$ cat config.mk
export PLATFORM = sky130hd
export DESIGN_NAME = pcse_top
export DESIGN_NICKNAME = d
export VERILOG_FILES = /design/src/pcse_pkg.sv /design/src/pcse_cycle.sv /design/src/pcse_top.sv
export VERILOG_INCLUDE_DIRS = /design/src /design/src/src
export SDC_FILE = /design/constraint.sdc
export NUM_CORES = 1
export LEC_CHECK = 0
export BUFFER_PORTS_ARGS = -buffer_cell sky130_fd_sc_hd__buf_4
export CELL_PAD_IN_SITES_DETAIL_PLACEMENT = 1
export CELL_PAD_IN_SITES_GLOBAL_PLACEMENT = 1
export CORE_ASPECT_RATIO = 0.9
export CORE_MARGIN = 10
export CORE_UTILIZATION = 40
export DETAILED_ROUTE_END_ITERATION = 10
export PLACE_DENSITY_LB_ADDON = 0.1
export SLEW_MARGIN = 30
export SYNTH_ARGS = -nofsm -noshare
export SYNTH_HDL_FRONTEND = slang
export SYNTH_SLANG_ARGS = --single-unit
$ cat constraint.sdc
create_clock -name CORE_CLK -period 3.7 [get_ports CORE_CLK]
set_input_delay 0.555 -clock CORE_CLK [delete_from_list [all_inputs] [get_ports CORE_CLK]]
set_output_delay 0.555 -clock CORE_CLK [all_outputs]
set_load 0.03 [all_outputs]
$ cat src/pcse_cfg.svh
// Constants for the coordinator sleep entry block.
// Assumes inclusion before the package and the design modules.
`ifndef PCSE_CFG_SVH
`define PCSE_CFG_SVH

// ************************************************************
// Sleep control register layout
// ************************************************************
`define PCSE_SLEEP_CAL_FIELD_LSB      0
`define PCSE_SLEEP_CAL_FIELD_W        4
`define PCSE_SLEEP_CAL_FIELD_READ     4'h1
`define PCSE_SLEEP_CAL_FIELD_WRITE    4'h0
`define PCSE_SLEEP_ENABLE_BIT_BIT       4
`define PCSE_WAKEPIN_BIT     5
`define PCSE_MEDWAKE_BIT     6
`define PCSE_DELAY_LSB       8
`define PCSE_DELAY_W         4
`define PCSE_SLEEP_RST       16'h0000

// ************************************************************
// Transmit opportunity timing
// ************************************************************
`define PCSE_TO_DEFAULT      8'h20
`define PCSE_TO_MIN          8'h1d
`define PCSE_TO_UNIT_NS      100
`define PCSE_CLK_NS          25
`define PCSE_TO_UNIT_CYC ((`PCSE_TO_UNIT_NS + `PCSE_CLK_NS - 1) / `PCSE_CLK_NS)
`define PCSE_DELAY_UNIT_CYC  16'h0100
`define PCSE_MAX_NODES       8'h08
`define PCSE_NODE_RST        8'hff
`define PCSE_NOISE_CYC       4'h3
`define PCSE_COORD_ID        8'h00

`endif

$ cat src/pcse_pkg.sv
// Types shared by the coordinator sleep entry block.
// Assumes pcse_cfg.svh supplies the numeric constants.
`default_nettype none
package pcse_pkg;
    // Decoded view of the sleep control register.
    typedef struct packed {
        logic [3:0] delay;
        logic       med_wake;
        logic       pin_wake;
        logic       sleep_en;
        logic [3:0] cal;
    } pcse_sleep_s;

    // PLCA configuration seen by the cycle engine.
    typedef struct packed {
        logic       plca_en;
        logic [7:0] node;
        logic [7:0] node_count;
        logic [7:0] to_timer;
    } pcse_plca_s;

    typedef enum logic [1:0] {
        ST_AWAKE  = 2'b00,
        ST_DELAY  = 2'b01,
        ST_SLEEP  = 2'b10
    } pcse_pwr_e;
endpackage
`default_nettype wire

$ cat src/pcse_cycle.sv
// Transmit opportunity timer and bus cycle counter.
// Assumes synchronous inputs on one clock and an asynchronous low reset.
`include "pcse_cfg.svh"
`default_nettype none
module pcse_cycle (
    input  wire logic        clk,
    input  wire logic        rst_n,
    input  wire logic        run,
    input  wire logic        crs,
    input  wire logic [7:0]  to_timer,
    input  wire logic [7:0]  node_count,
    output logic             cycle_start,
    output logic [7:0]       cur_opp
);
    logic [7:0] opp_ff;
    logic [7:0] cnt_ff;
    logic [1:0] sub_ff;
    logic       tick;
    logic       opp_end;
    logic [7:0] last_opp;

    // Timer advances in 100 ns units; carrier freezes the opportunity.
    assign tick     = (sub_ff == 2'(`PCSE_TO_UNIT_CYC - 1));
    assign opp_end  = tick && !crs && (cnt_ff + 8'h01 >= to_timer);
    assign last_opp = (node_count == 8'h00) ? 8'h00 : node_count - 8'h01;
    assign cycle_start = run && opp_end && (opp_ff >= last_opp);
    assign cur_opp  = opp_ff;

    // Counters clear whenever the engine is stopped.
    always_ff @(posedge clk or negedge rst_n)
    begin
        if (!rst_n)
        begin
            sub_ff <= 2'h0;
            cnt_ff <= 8'h00;
            opp_ff <= 8'h00;
        end
        else if (!run || crs)
        begin
            sub_ff <= 2'h0;
            cnt_ff <= 8'h00;
            if (!run) opp_ff <= 8'h00;
        end
        else
        begin
            sub_ff <= tick ? 2'h0 : sub_ff + 2'h1;
            cnt_ff <= opp_end ? 8'h00 : (tick ? cnt_ff + 8'h01 : cnt_ff);
            if (opp_end)
                opp_ff <= cycle_start ? 8'h00 : opp_ff + 8'h01;
        end
    end
endmodule
`default_nettype wire

$ cat src/pcse_top.sv
// Coordinator sleep entry control with PLCA beacon generation.
// Assumes the station controller drives the register strobes directly.
//
// Notes on behaviour
// - Reads of the sleep register return 0x0001 in the calibration field.
// - Node zero sends a beacon at the start of every bus cycle.
// - In sleep the transmitter and beacons run until analog supply fails.
// - Own beacons count as activity and wake an inactivity-sleeping node.
// - Noise filtering delays carrier sense, limiting the timer range.
// - Opportunity timer resets to 32, meaning 3.2 us.
`include "pcse_cfg.svh"
`default_nettype none
module pcse_top (
    input  wire logic               CORE_CLK,
    input  wire logic               RESET_N,
    input  wire logic               SLEEP_WR,
    input  wire logic [15:0]        SLEEP_WDATA,
    output pcse_pkg::pcse_sleep_s   SLEEP_RDATA,
    input  wire logic               PLCA_WR,
    input  wire logic               PLCA_EN_IN,
    input  wire logic [7:0]         NODE_IN,
    input  wire logic [7:0]         NODE_COUNT_IN,
    input  wire logic               TO_WR,
    input  wire logic [7:0]         TO_IN,
    output logic [7:0]              TO_OUT,
    output logic                    TO_BELOW_MIN,
    input  wire logic               INACT_SLEEP_EN,
    input  wire logic               INACT_TIMEOUT,
    input  wire logic               ANALOG_SUPPLY_OK,
    input  wire logic               WAKE_PIN,
    input  wire logic               RX_ACTIVITY,
    output logic                    BEACON,
    output logic                    TX_ENABLE,
    output logic                    CRS,
    output pcse_pkg::pcse_pwr_e     PWR_STATE
);
    import pcse_pkg::*;

    // ********************************************************
    // Registers
    // ********************************************************
    pcse_sleep_s sleep_ff;
    pcse_plca_s  plca_ff;
    pcse_pwr_e   pwr_ff;
    pcse_pwr_e   nxt_pwr;
    logic [15:0] dly_ff;
    logic [15:0] nxt_dly;
    logic [3:0]  flt_ff;
    logic        beacon_ff;
    logic        crs_ff;
    logic        cycle_start;
    logic [7:0]  cur_opp;
    logic        is_coord;
    logic        run;
    logic        wake_evt;
    logic        own_act;
    pcse_sleep_s wr_view;
    logic [3:0]  nxt_flt;
    logic        flt_full;
    logic        nxt_beacon;

    // Scale a delay code into clock cycles.
    function automatic logic [15:0] delay_cycles(input logic [3:0] code);
        delay_cycles = 16'(code) * `PCSE_DELAY_UNIT_CYC;
    endfunction

    // ********************************************************
    // Decoding
    // ********************************************************
    // Only the low eleven bits carry fields; the upper bits are ignored.
    assign wr_view  = pcse_sleep_s'(SLEEP_WDATA[10:0]);
    assign is_coord = (plca_ff.node == `PCSE_COORD_ID);
    // The engine keeps running in sleep while supply holds.
    assign run      = plca_ff.plca_en && ANALOG_SUPPLY_OK;
    // A beacon on the line is seen by our own receiver too.
    assign own_act  = beacon_ff;
    assign wake_evt = (sleep_ff.pin_wake && WAKE_PIN) ||
                      (sleep_ff.med_wake && (RX_ACTIVITY || own_act));

    // Register file; plain ports stand in for management access.
    // The calibration field is kept as written but drives no logic.
    always_ff @(posedge CORE_CLK or negedge RESET_N)
    begin
        if (!RESET_N)
        begin
            sleep_ff <= pcse_sleep_s'(11'(`PCSE_SLEEP_RST));
            plca_ff  <= '{1'b0, `PCSE_NODE_RST, `PCSE_MAX_NODES,
                          `PCSE_TO_DEFAULT};
        end
        else
        begin
            if (SLEEP_WR)
                sleep_ff <= wr_view;
            else if (pwr_ff == ST_SLEEP && wake_evt)
                sleep_ff.sleep_en <= 1'b0;
            if (PLCA_WR)
            begin
                plca_ff.plca_en    <= PLCA_EN_IN;
                plca_ff.node       <= NODE_IN;
                plca_ff.node_count <= NODE_COUNT_IN;
            end
            if (TO_WR)
                plca_ff.to_timer <= TO_IN;
        end
    end

    // Calibration field always reads back as one.
    always_comb
    begin
        SLEEP_RDATA     = sleep_ff;
        SLEEP_RDATA.cal = `PCSE_SLEEP_CAL_FIELD_READ;
    end
    // The timer reads back as held; nothing clamps it to the safe floor.
    assign TO_OUT       = plca_ff.to_timer;
    // Flags a setting under the safe floor; the block still obeys it.
    assign TO_BELOW_MIN = (plca_ff.to_timer < `PCSE_TO_MIN);

    // ********************************************************
    // Power sequence
    // ********************************************************
    // Inactivity sleep may also enter; a coordinator then wakes itself.
    // The block does not refuse inactivity sleep on node zero: keeping a
    // coordinator out of it is left to the station controller.
    always_comb
    begin
        nxt_pwr = pwr_ff;
        nxt_dly = dly_ff;
        unique case (pwr_ff)
            ST_AWAKE:
            begin
                if ((SLEEP_WR && wr_view.sleep_en) ||
                    (INACT_SLEEP_EN && INACT_TIMEOUT))
                begin
                    nxt_pwr = ST_DELAY;
                    nxt_dly = delay_cycles(SLEEP_WR ? wr_view.delay : 4'h0);
                end
            end
            ST_DELAY:
            begin
                if (dly_ff == 16'h0000)
                    nxt_pwr = ST_SLEEP;
                else
                    nxt_dly = dly_ff - 16'h0001;
            end
            ST_SLEEP:
            begin
                if (wake_evt || (INACT_SLEEP_EN && own_act))
                    nxt_pwr = ST_AWAKE;
            end
            default:
                nxt_pwr = ST_AWAKE;
        endcase
    end

    // Power state and entry delay counter.
    always_ff @(posedge CORE_CLK or negedge RESET_N)
    begin
        if (!RESET_N)
        begin
            pwr_ff <= ST_AWAKE;
            dly_ff <= 16'h0000;
        end
        else
        begin
            pwr_ff <= nxt_pwr;
            dly_ff <= nxt_dly;
        end
    end
    // State leaves on a flop so a reader never sees a decode glitch.
    assign PWR_STATE = pwr_ff;

    // ********************************************************
    // Beacon and carrier sense
    // ********************************************************
    pcse_cycle u_cycle (
        .clk         (CORE_CLK),
        .rst_n       (RESET_N),
        .run         (run),
        .crs         (crs_ff),
        .to_timer    (plca_ff.to_timer),
        .node_count  (plca_ff.node_count),
        .cycle_start (cycle_start),
        .cur_opp     (cur_opp)
    );

    // The filter count saturates so that a long frame cannot wrap it.
    assign flt_full   = (flt_ff == `PCSE_NOISE_CYC);
    assign nxt_flt    = !RX_ACTIVITY ? 4'h0 :
                        (flt_full ? flt_ff : flt_ff + 4'h1);
    // A beacon needs the engine running, so clearing PLCA enable stops new ones, but one decided
    // in the write cycle still goes out next cycle, inside the entry delay if sleep entry lands then too.
    assign nxt_beacon = cycle_start && is_coord && run;

    // Filtering delays carrier by a few cycles, at a cost in timer margin.
    always_ff @(posedge CORE_CLK or negedge RESET_N)
    begin
        if (!RESET_N)
        begin
            flt_ff    <= 4'h0;
            crs_ff    <= 1'b0;
            beacon_ff <= 1'b0;
        end
        else
        begin
            flt_ff    <= nxt_flt;
            crs_ff    <= flt_full && RX_ACTIVITY;
            beacon_ff <= nxt_beacon;
        end
    end
    assign BEACON    = beacon_ff;
    assign CRS       = crs_ff;
    // Transmitter stays on through sleep until supply is lost.
    assign TX_ENABLE = ANALOG_SUPPLY_OK;
endmodule
`default_nettype wire

# Word-level counts from Yosys, hierarchy flattened

Cells that the tools add are included.

Divide/modulo/power cells: 0
Shift-type cells: 0
Equal/unequal tests: 10
Magnitude comparators: 3
Add/sub/neg operators: 6
Multiply operators: 0
Muxes and demuxes: 22
Bitwise logic cells: 0
Reductions and logical operators: 32

Operators with widths:

| kind                  | count |
|---|---|
| $mux 8                | 8 |
| $mux 16               | 2 |
| $pmux 16 s2           | 1 |
| $add 8x1->8 const B   | 2 |
| $ge 8x8->1            | 2 |
| $logic_not 16->1      | 1 |
| $logic_not 8->1       | 2 |
| $sub 16x1->16 const B | 1 |
| $logic_and 1x1->1     | 14 |
| $mux 4                | 3 |
| $mux 2                | 5 |
| $ne 2x2->1 const B    | 5 |
| $lt 8x5->1 const B    | 1 |
| $sub 8x1->8 const B   | 1 |
| $pmux 2 s3            | 1 |
| $reduce_and 3->1      | 2 |
| $reduce_bool 2->1     | 3 |
| $logic_or 1x1->1      | 5 |
| $add 4x1->4 const B   | 1 |
| $eq 2x2->1 const B    | 2 |
| $eq 4x2->1 const B    | 1 |
| $reduce_bool 3->1     | 1 |
| $add 2x1->2 const B   | 1 |
| $eq 2x1->1 const B    | 1 |
| 5 further kinds       | 7 |

Output and inout bits: 25
Memories kept: 0
Word-level logic and storage cells: 89
Bits of input ports: 51
Latch bits: 0
RAM bits: 0
Bits in registers: 74
Bits in read-only memories: 0

# Longest topological paths before layout

Depth in word-level cells: 8
Gate-level depth with buffers: 13
Depth with buffers taken out: 12

# By module

From an unflattened synthesis, not the netlist that was laid out.

Cell total of the unflattened synthesis: 422
Area total of the unflattened synthesis: 4,350.4 µm²

By module, submodules not included:

| module     | area each (µm²) | cells an instance | seq. area each (µm²) | instances |
|---|---|---|---|---|
| pcse_top   | 2,708.8         | 232               | 1,413.9              | 1 |
| pcse_cycle | 1,641.6         | 190               | 450.4                | 1 |

# Worst setup path before layout

OpenSTA, ideal clock, no wires.

Kind: register to register
From: register, netlist name plca_ff[8]
To: register u_cycle.opp_ff[7] (netlist: u_cycle.cur_opp[7])
Slack: 0.608 ns
Stages on the path, launching flop included: 14
Path buffers: 1
Library setup time: 0.069 ns
Clock period less this slack: 3.092 ns
Required time: 3.631 ns
Arrival: 3.023 ns
Path through: dfrtp_1 -> inv_1 -> ha_1 -> nor2b_1 -> nand3b_1 -> or3_1 -> and2_1 -> ha_1 -> nand2b_1 -> a2111o_1 -> a31oi_1 -> clkbuf_1 -> nand4_1 -> nand3_1

Longest elaborated chain between the ends: 7
Elaborated cells on any way between the ends: 8
Those cells by class: add/sub (1); order compare (1); mux (4); reduce/logical (2)

RTL lines:

| element                                               | line             | text |
|---|---|---|
| $sub 8x1->8 / $logic_not 8->1 (equally long branches) | pcse_cycle.sv:25 | `assign last_opp = (node_count == 8'h00) ? 8'h00 : node_count - 8'h01;` |
| $mux 8 (*)                                            | pcse_cycle.sv:25 |  |
| $ge 8x8->1 (*)                                        | pcse_cycle.sv:26 | `assign cycle_start = run && opp_end && (opp_ff >= last_opp);` |
| $logic_and 1x1->1 (*)                                 | pcse_cycle.sv:26 |  |
| $mux 8 (*)                                            | pcse_cycle.sv:49 | `opp_ff <= cycle_start ? 8'h00 : opp_ff + 8'h01;` |
| $mux 8 (*)                                            | pcse_cycle.sv:48 | `if (opp_end)` |
| $mux 8 (*)                                            | pcse_cycle.sv:38 | `else if (!run \|\| crs)` |
| end signal: assignment                                | pcse_cycle.sv:49 |  |
| end: declaration                                      | pcse_cycle.sv:15 | `logic [7:0] opp_ff;` |

Every way passes the cells marked *; elsewhere a longest branch is shown, timed or not. The select of a mux whose other input is x is not followed.
A chain may end at the register's enable or synchronous reset.

# Worst setup path in the final report

From: register, netlist name plca_ff[8]
To: register u_cycle.opp_ff[2] (netlist: u_cycle.cur_opp[2])

Longest elaborated chain between the ends: 7
Elaborated cells on any way between the ends: 8
Those cells by class: add/sub (1); order compare (1); mux (4); reduce/logical (2)

RTL lines:

| element                                               | line |
|---|---|
| $sub 8x1->8 / $logic_not 8->1 (equally long branches) | pcse_cycle.sv:25 |
| $mux 8 (*)                                            | pcse_cycle.sv:25 |
| $ge 8x8->1 (*)                                        | pcse_cycle.sv:26 |
| $logic_and 1x1->1 (*)                                 | pcse_cycle.sv:26 |
| $mux 8 (*)                                            | pcse_cycle.sv:49 |
| $mux 8 (*)                                            | pcse_cycle.sv:48 |
| $mux 8 (*)                                            | pcse_cycle.sv:38 |

Marked as above.

==> summary.txt <==
Tot Pwr: 2.46 mW
arrival time of data at the critical path endpoint: 3.52 ns
final setup fails: 0
Mean Syn Cell Area: 9.84 sq um
DRC violations left: 0
library cell used as clock root buffer: clkbuf_16
Buffers & Inverters on Critical Path: 2
Power Dens Cells: 501 nW/um^2
drt total wl: 10600 microns
cell types with the highest counts after synthesis: 64 x dfrtp_1, 45 x nand2_1, 38 x nand3_1, 22 x ha_1, 22 x mux2_2
Netlist Area Pre-Place: 4160 sq um
placed cells: 590
area of the placeable core: 10200 sq um
area grow syn2layout: 17.6%
Filler Cell Count: 1172
Peak Freq: 305 MHz
post-route core utilization: 48.0%
run status: complete, no violations
area occupied by registers: 1860 sq um
Bufs on Longest Clock Path: 2
portion of total power attributed to sequential cells: 43.5%
register clock-pin slew on the reported worst setup and hold paths: 0.05 ns
depth of the most critical reg-to-reg path: 13
full die area: 14900 sq um
Max Cap Violations: 0
post-CTS setup buffer count: 0
Most Frequent Cell on Critical Path: ha_1
kind of capture point of the worst setup path: flop
Clock H-tree levels: 3
final slew viol count: 0
detailed-placement wirelength estimate: 7600 microns
number of hold buffers added after CTS: 0
cell depth of the worst setup path: 13
cell type of the slowest stage on the worst timing path: a2111o_1
effective utilization at floorplan: 40.8%
DRT iter0 DRCs: 145
site row count: 35
largest fanout on the critical path: 14
Hold Violations, Final: 0
unrepaired setup endpoints after global routing: false
Syn. warnings: 0
fin area: 4900 sq um
nature of the critical path startpoint: flop
boundary pin count: 76
series of cell instances along the critical path: inv_1 > ha_1 > nor2b_1 > nand3b_1 > or3_1 > and2_1 > ha_1 > nand2b_1 > a2111o_1 > a31oi_1 > buf_4 > nand4b_1 > a21oi_1
number of synthesized register bits: 74
number of different library cells in the post-synthesis netlist: 59
Setup Skew: 0.00867 ns
later-pin clock latency in the skew report: 0.33 ns
net switching power: 0.806 mW
post-cts gate resize count: 0
Pre-antenna DRT Iters: 4
chip height: 117 microns
final worst path period share: 88.5%
grt ovf: 0
first-pass GRT wire length: 17800 microns
Post-synth ARST share: 100%
hold slack: 0.254 ns
Comb power frac: 24.6%
area fraction of the dominant cell type after synthesis: 38.5%
leakage component of the power: 2.15 nW
crit-path leading delay family: simple AND/OR/NAND/NOR gates
part of the Yosys area used for sequential elements: 44.8%
Int Pwr: 1.65 mW
Post-Place Worst Slack: 0.409 ns
initial antenna violation count: 0
VDD IR max: 0.271 mV
pin count of the biggest net entering global routing: 75
part of the total power dissipated in the clock network: 31.9%
Buffers on Ports: 62
number of flops mapped to enable cells by yosys: 0
via count of the first global-routing pass: 3591
routed via count: 3375
fraction of final layout cells with drive strength greater than 1: 25.2%
cts bufs inserted: 9
required time of the worst setup path: 3.95 ns
worst-case headroom to the max-slew limit: 45.3%
area of combinational cells with multiple inputs: 2060 sq um
instance area at placement: 4630 sq um
leading area contributor after synthesis: dfrtp_1
sum of negative setup slack: 0 ns
global-route total usage across every layer: 14.6%
switching fraction of total power: 32.8%
top cells by area in the synthesized netlist: dfrtp_1 38%, ha_1 6.6%, dfstp_2 6.3%
clock tree from TritonCTS: yes
delay of the slowest critical-path stage: 0.44 ns
gate count after technology mapping: 423
HP Class: in -> async
number of antenna repair diodes: 0
cell with the most instances after synthesis: dfrtp_1
most used flip-flop cell after synthesis: dfrtp_1
placer's final routability congestion estimate: 0.744
final worst setup slack: 0.425 ns
final instance count without filler cells: 606
via density per instance: 5.57
Num Clock Sinks: 74
WL per Instance: 17.5 microns
pin slew with the least headroom to its limit: 0.820 ns
category of the most critical setup path: reg -> reg
final net count: 545
clock period minus worst slack: 3.28 ns
DIE WIDTH: 128 microns
antenna-violating nets left: 0
-- final timing paths --
check / start / endpoint / slack, ns
max: plca_ff[8]$_DFFE_PN0P_ / u_cycle.cur_opp[2]$_DFFE_PN0P_ / 0.42
min: RESET_N / TO_OUT[2]$_DFFE_PN0P_ / 0.25
max reg2reg: plca_ff[8]$_DFFE_PN0P_ / u_cycle.cur_opp[2]$_DFFE_PN0P_ / 0.42
min reg2reg: u_cycle.sub_ff[0]$_DFF_PN0_ / u_cycle.sub_ff[0]$_DFF_PN0_ / 0.45
max in group asynchronous: RESET_N / SLEEP_RDATA[5]$_DFFE_PN0P_ / 2.97
min in group CORE_CLK: NODE_COUNT_IN[1] / plca_ff[9]$_DFFE_PN0P_ / 0.43
-- flip-flops by register name, indices dropped and copies added, names as in the netlist --
| signal | flops |
|---|---|
| u_cycle.cur_opp | 8 |
| PWR_STATE | 2 |
| dly_ff | 16 |
| u_cycle.cnt_ff | 8 |
| plca_ff | 17 |
| CRS | 1 |
| u_cycle.sub_ff | 2 |
| BEACON | 1 |
| flt_ff | 4 |
| SLEEP_RDATA | 7 |
| TO_OUT | 8 |
-- final cells by class --
type | instances | area share (%)
inverter | 18 | 1.38
multi-input combinational | 305 | 42.1
tap | 129 | 3.30
clock inverter | 3 | 0.358
clock buffer | 13 | 4.91
timing repair buffer | 64 | 9.89
sequential | 74 | 38.1
-- cell usage in the layout, fill, tap and decap left out, types with 8 or more instances in the layout --
cell,n
dfrtp_1,64
ha_1,22
buf_4,63
clkbuf_16,9
nand2b_1,8
nand2_1,45
nor3_1,14
nor2_1,11
a21oi_1,18
o21ai_0,18
nand3_1,38
dfstp_2,10
inv_1,18
a31oi_1,8
mux2_2,22
-- worst reg2reg max path, stage by stage, from the launching register on --
cell and delay, ns:
dfrtp_1 0.37, inv_1 0.08, ha_1 0.16, nor2b_1 0.27
nand3b_1 0.17, or3_1 0.42, and2_1 0.20, ha_1 0.26
nand2b_1 0.15, a2111o_1 0.44, a31oi_1 0.16, buf_4 0.23
nand4b_1 0.11, a21oi_1 0.17
-- power groups by stage --
stage               logic, mW  clock network, mW  registers, mW
finish                  0.605              0.783           1.07
global route            0.683              0.848           1.09
CTS                     0.614              0.806           1.07
detailed placement      0.611                  0           1.08
global placement        0.585                  0           1.07
floorplan               0.446                  0           1.07
-- cell families (layout without fill, tap and decap cells) --
logic type / after synthesis / count (layout) / share of synthesized area (%)
xor gates and xnor gates: 12 / 12 / 2.52
AOI/OAI and AO/OA: 71 / 71 / 10.9
other: 2 / 4 / 0.180
muxes: 25 / 25 / 6.67
DFF: 74 / 74 / 44.8
buffers and inverters: 46 / 98 / 5.89
and+or+nand+nor: 171 / 171 / 22.4
adders and majority gates: 22 / 22 / 6.61
-- layer usage --
layer	up-vias	global-route usage [%]	share of wire, %	routed length [microns]
met5	-	0	0	0
met3	11	4.14	4.0	428
met1	1687	17.7	46	4860
met2	60	24.9	49	5170
li1	1617	-	-	-
met4	0	4.17	1.1	120
Note: power is estimated with default switching activity, not from simulation.
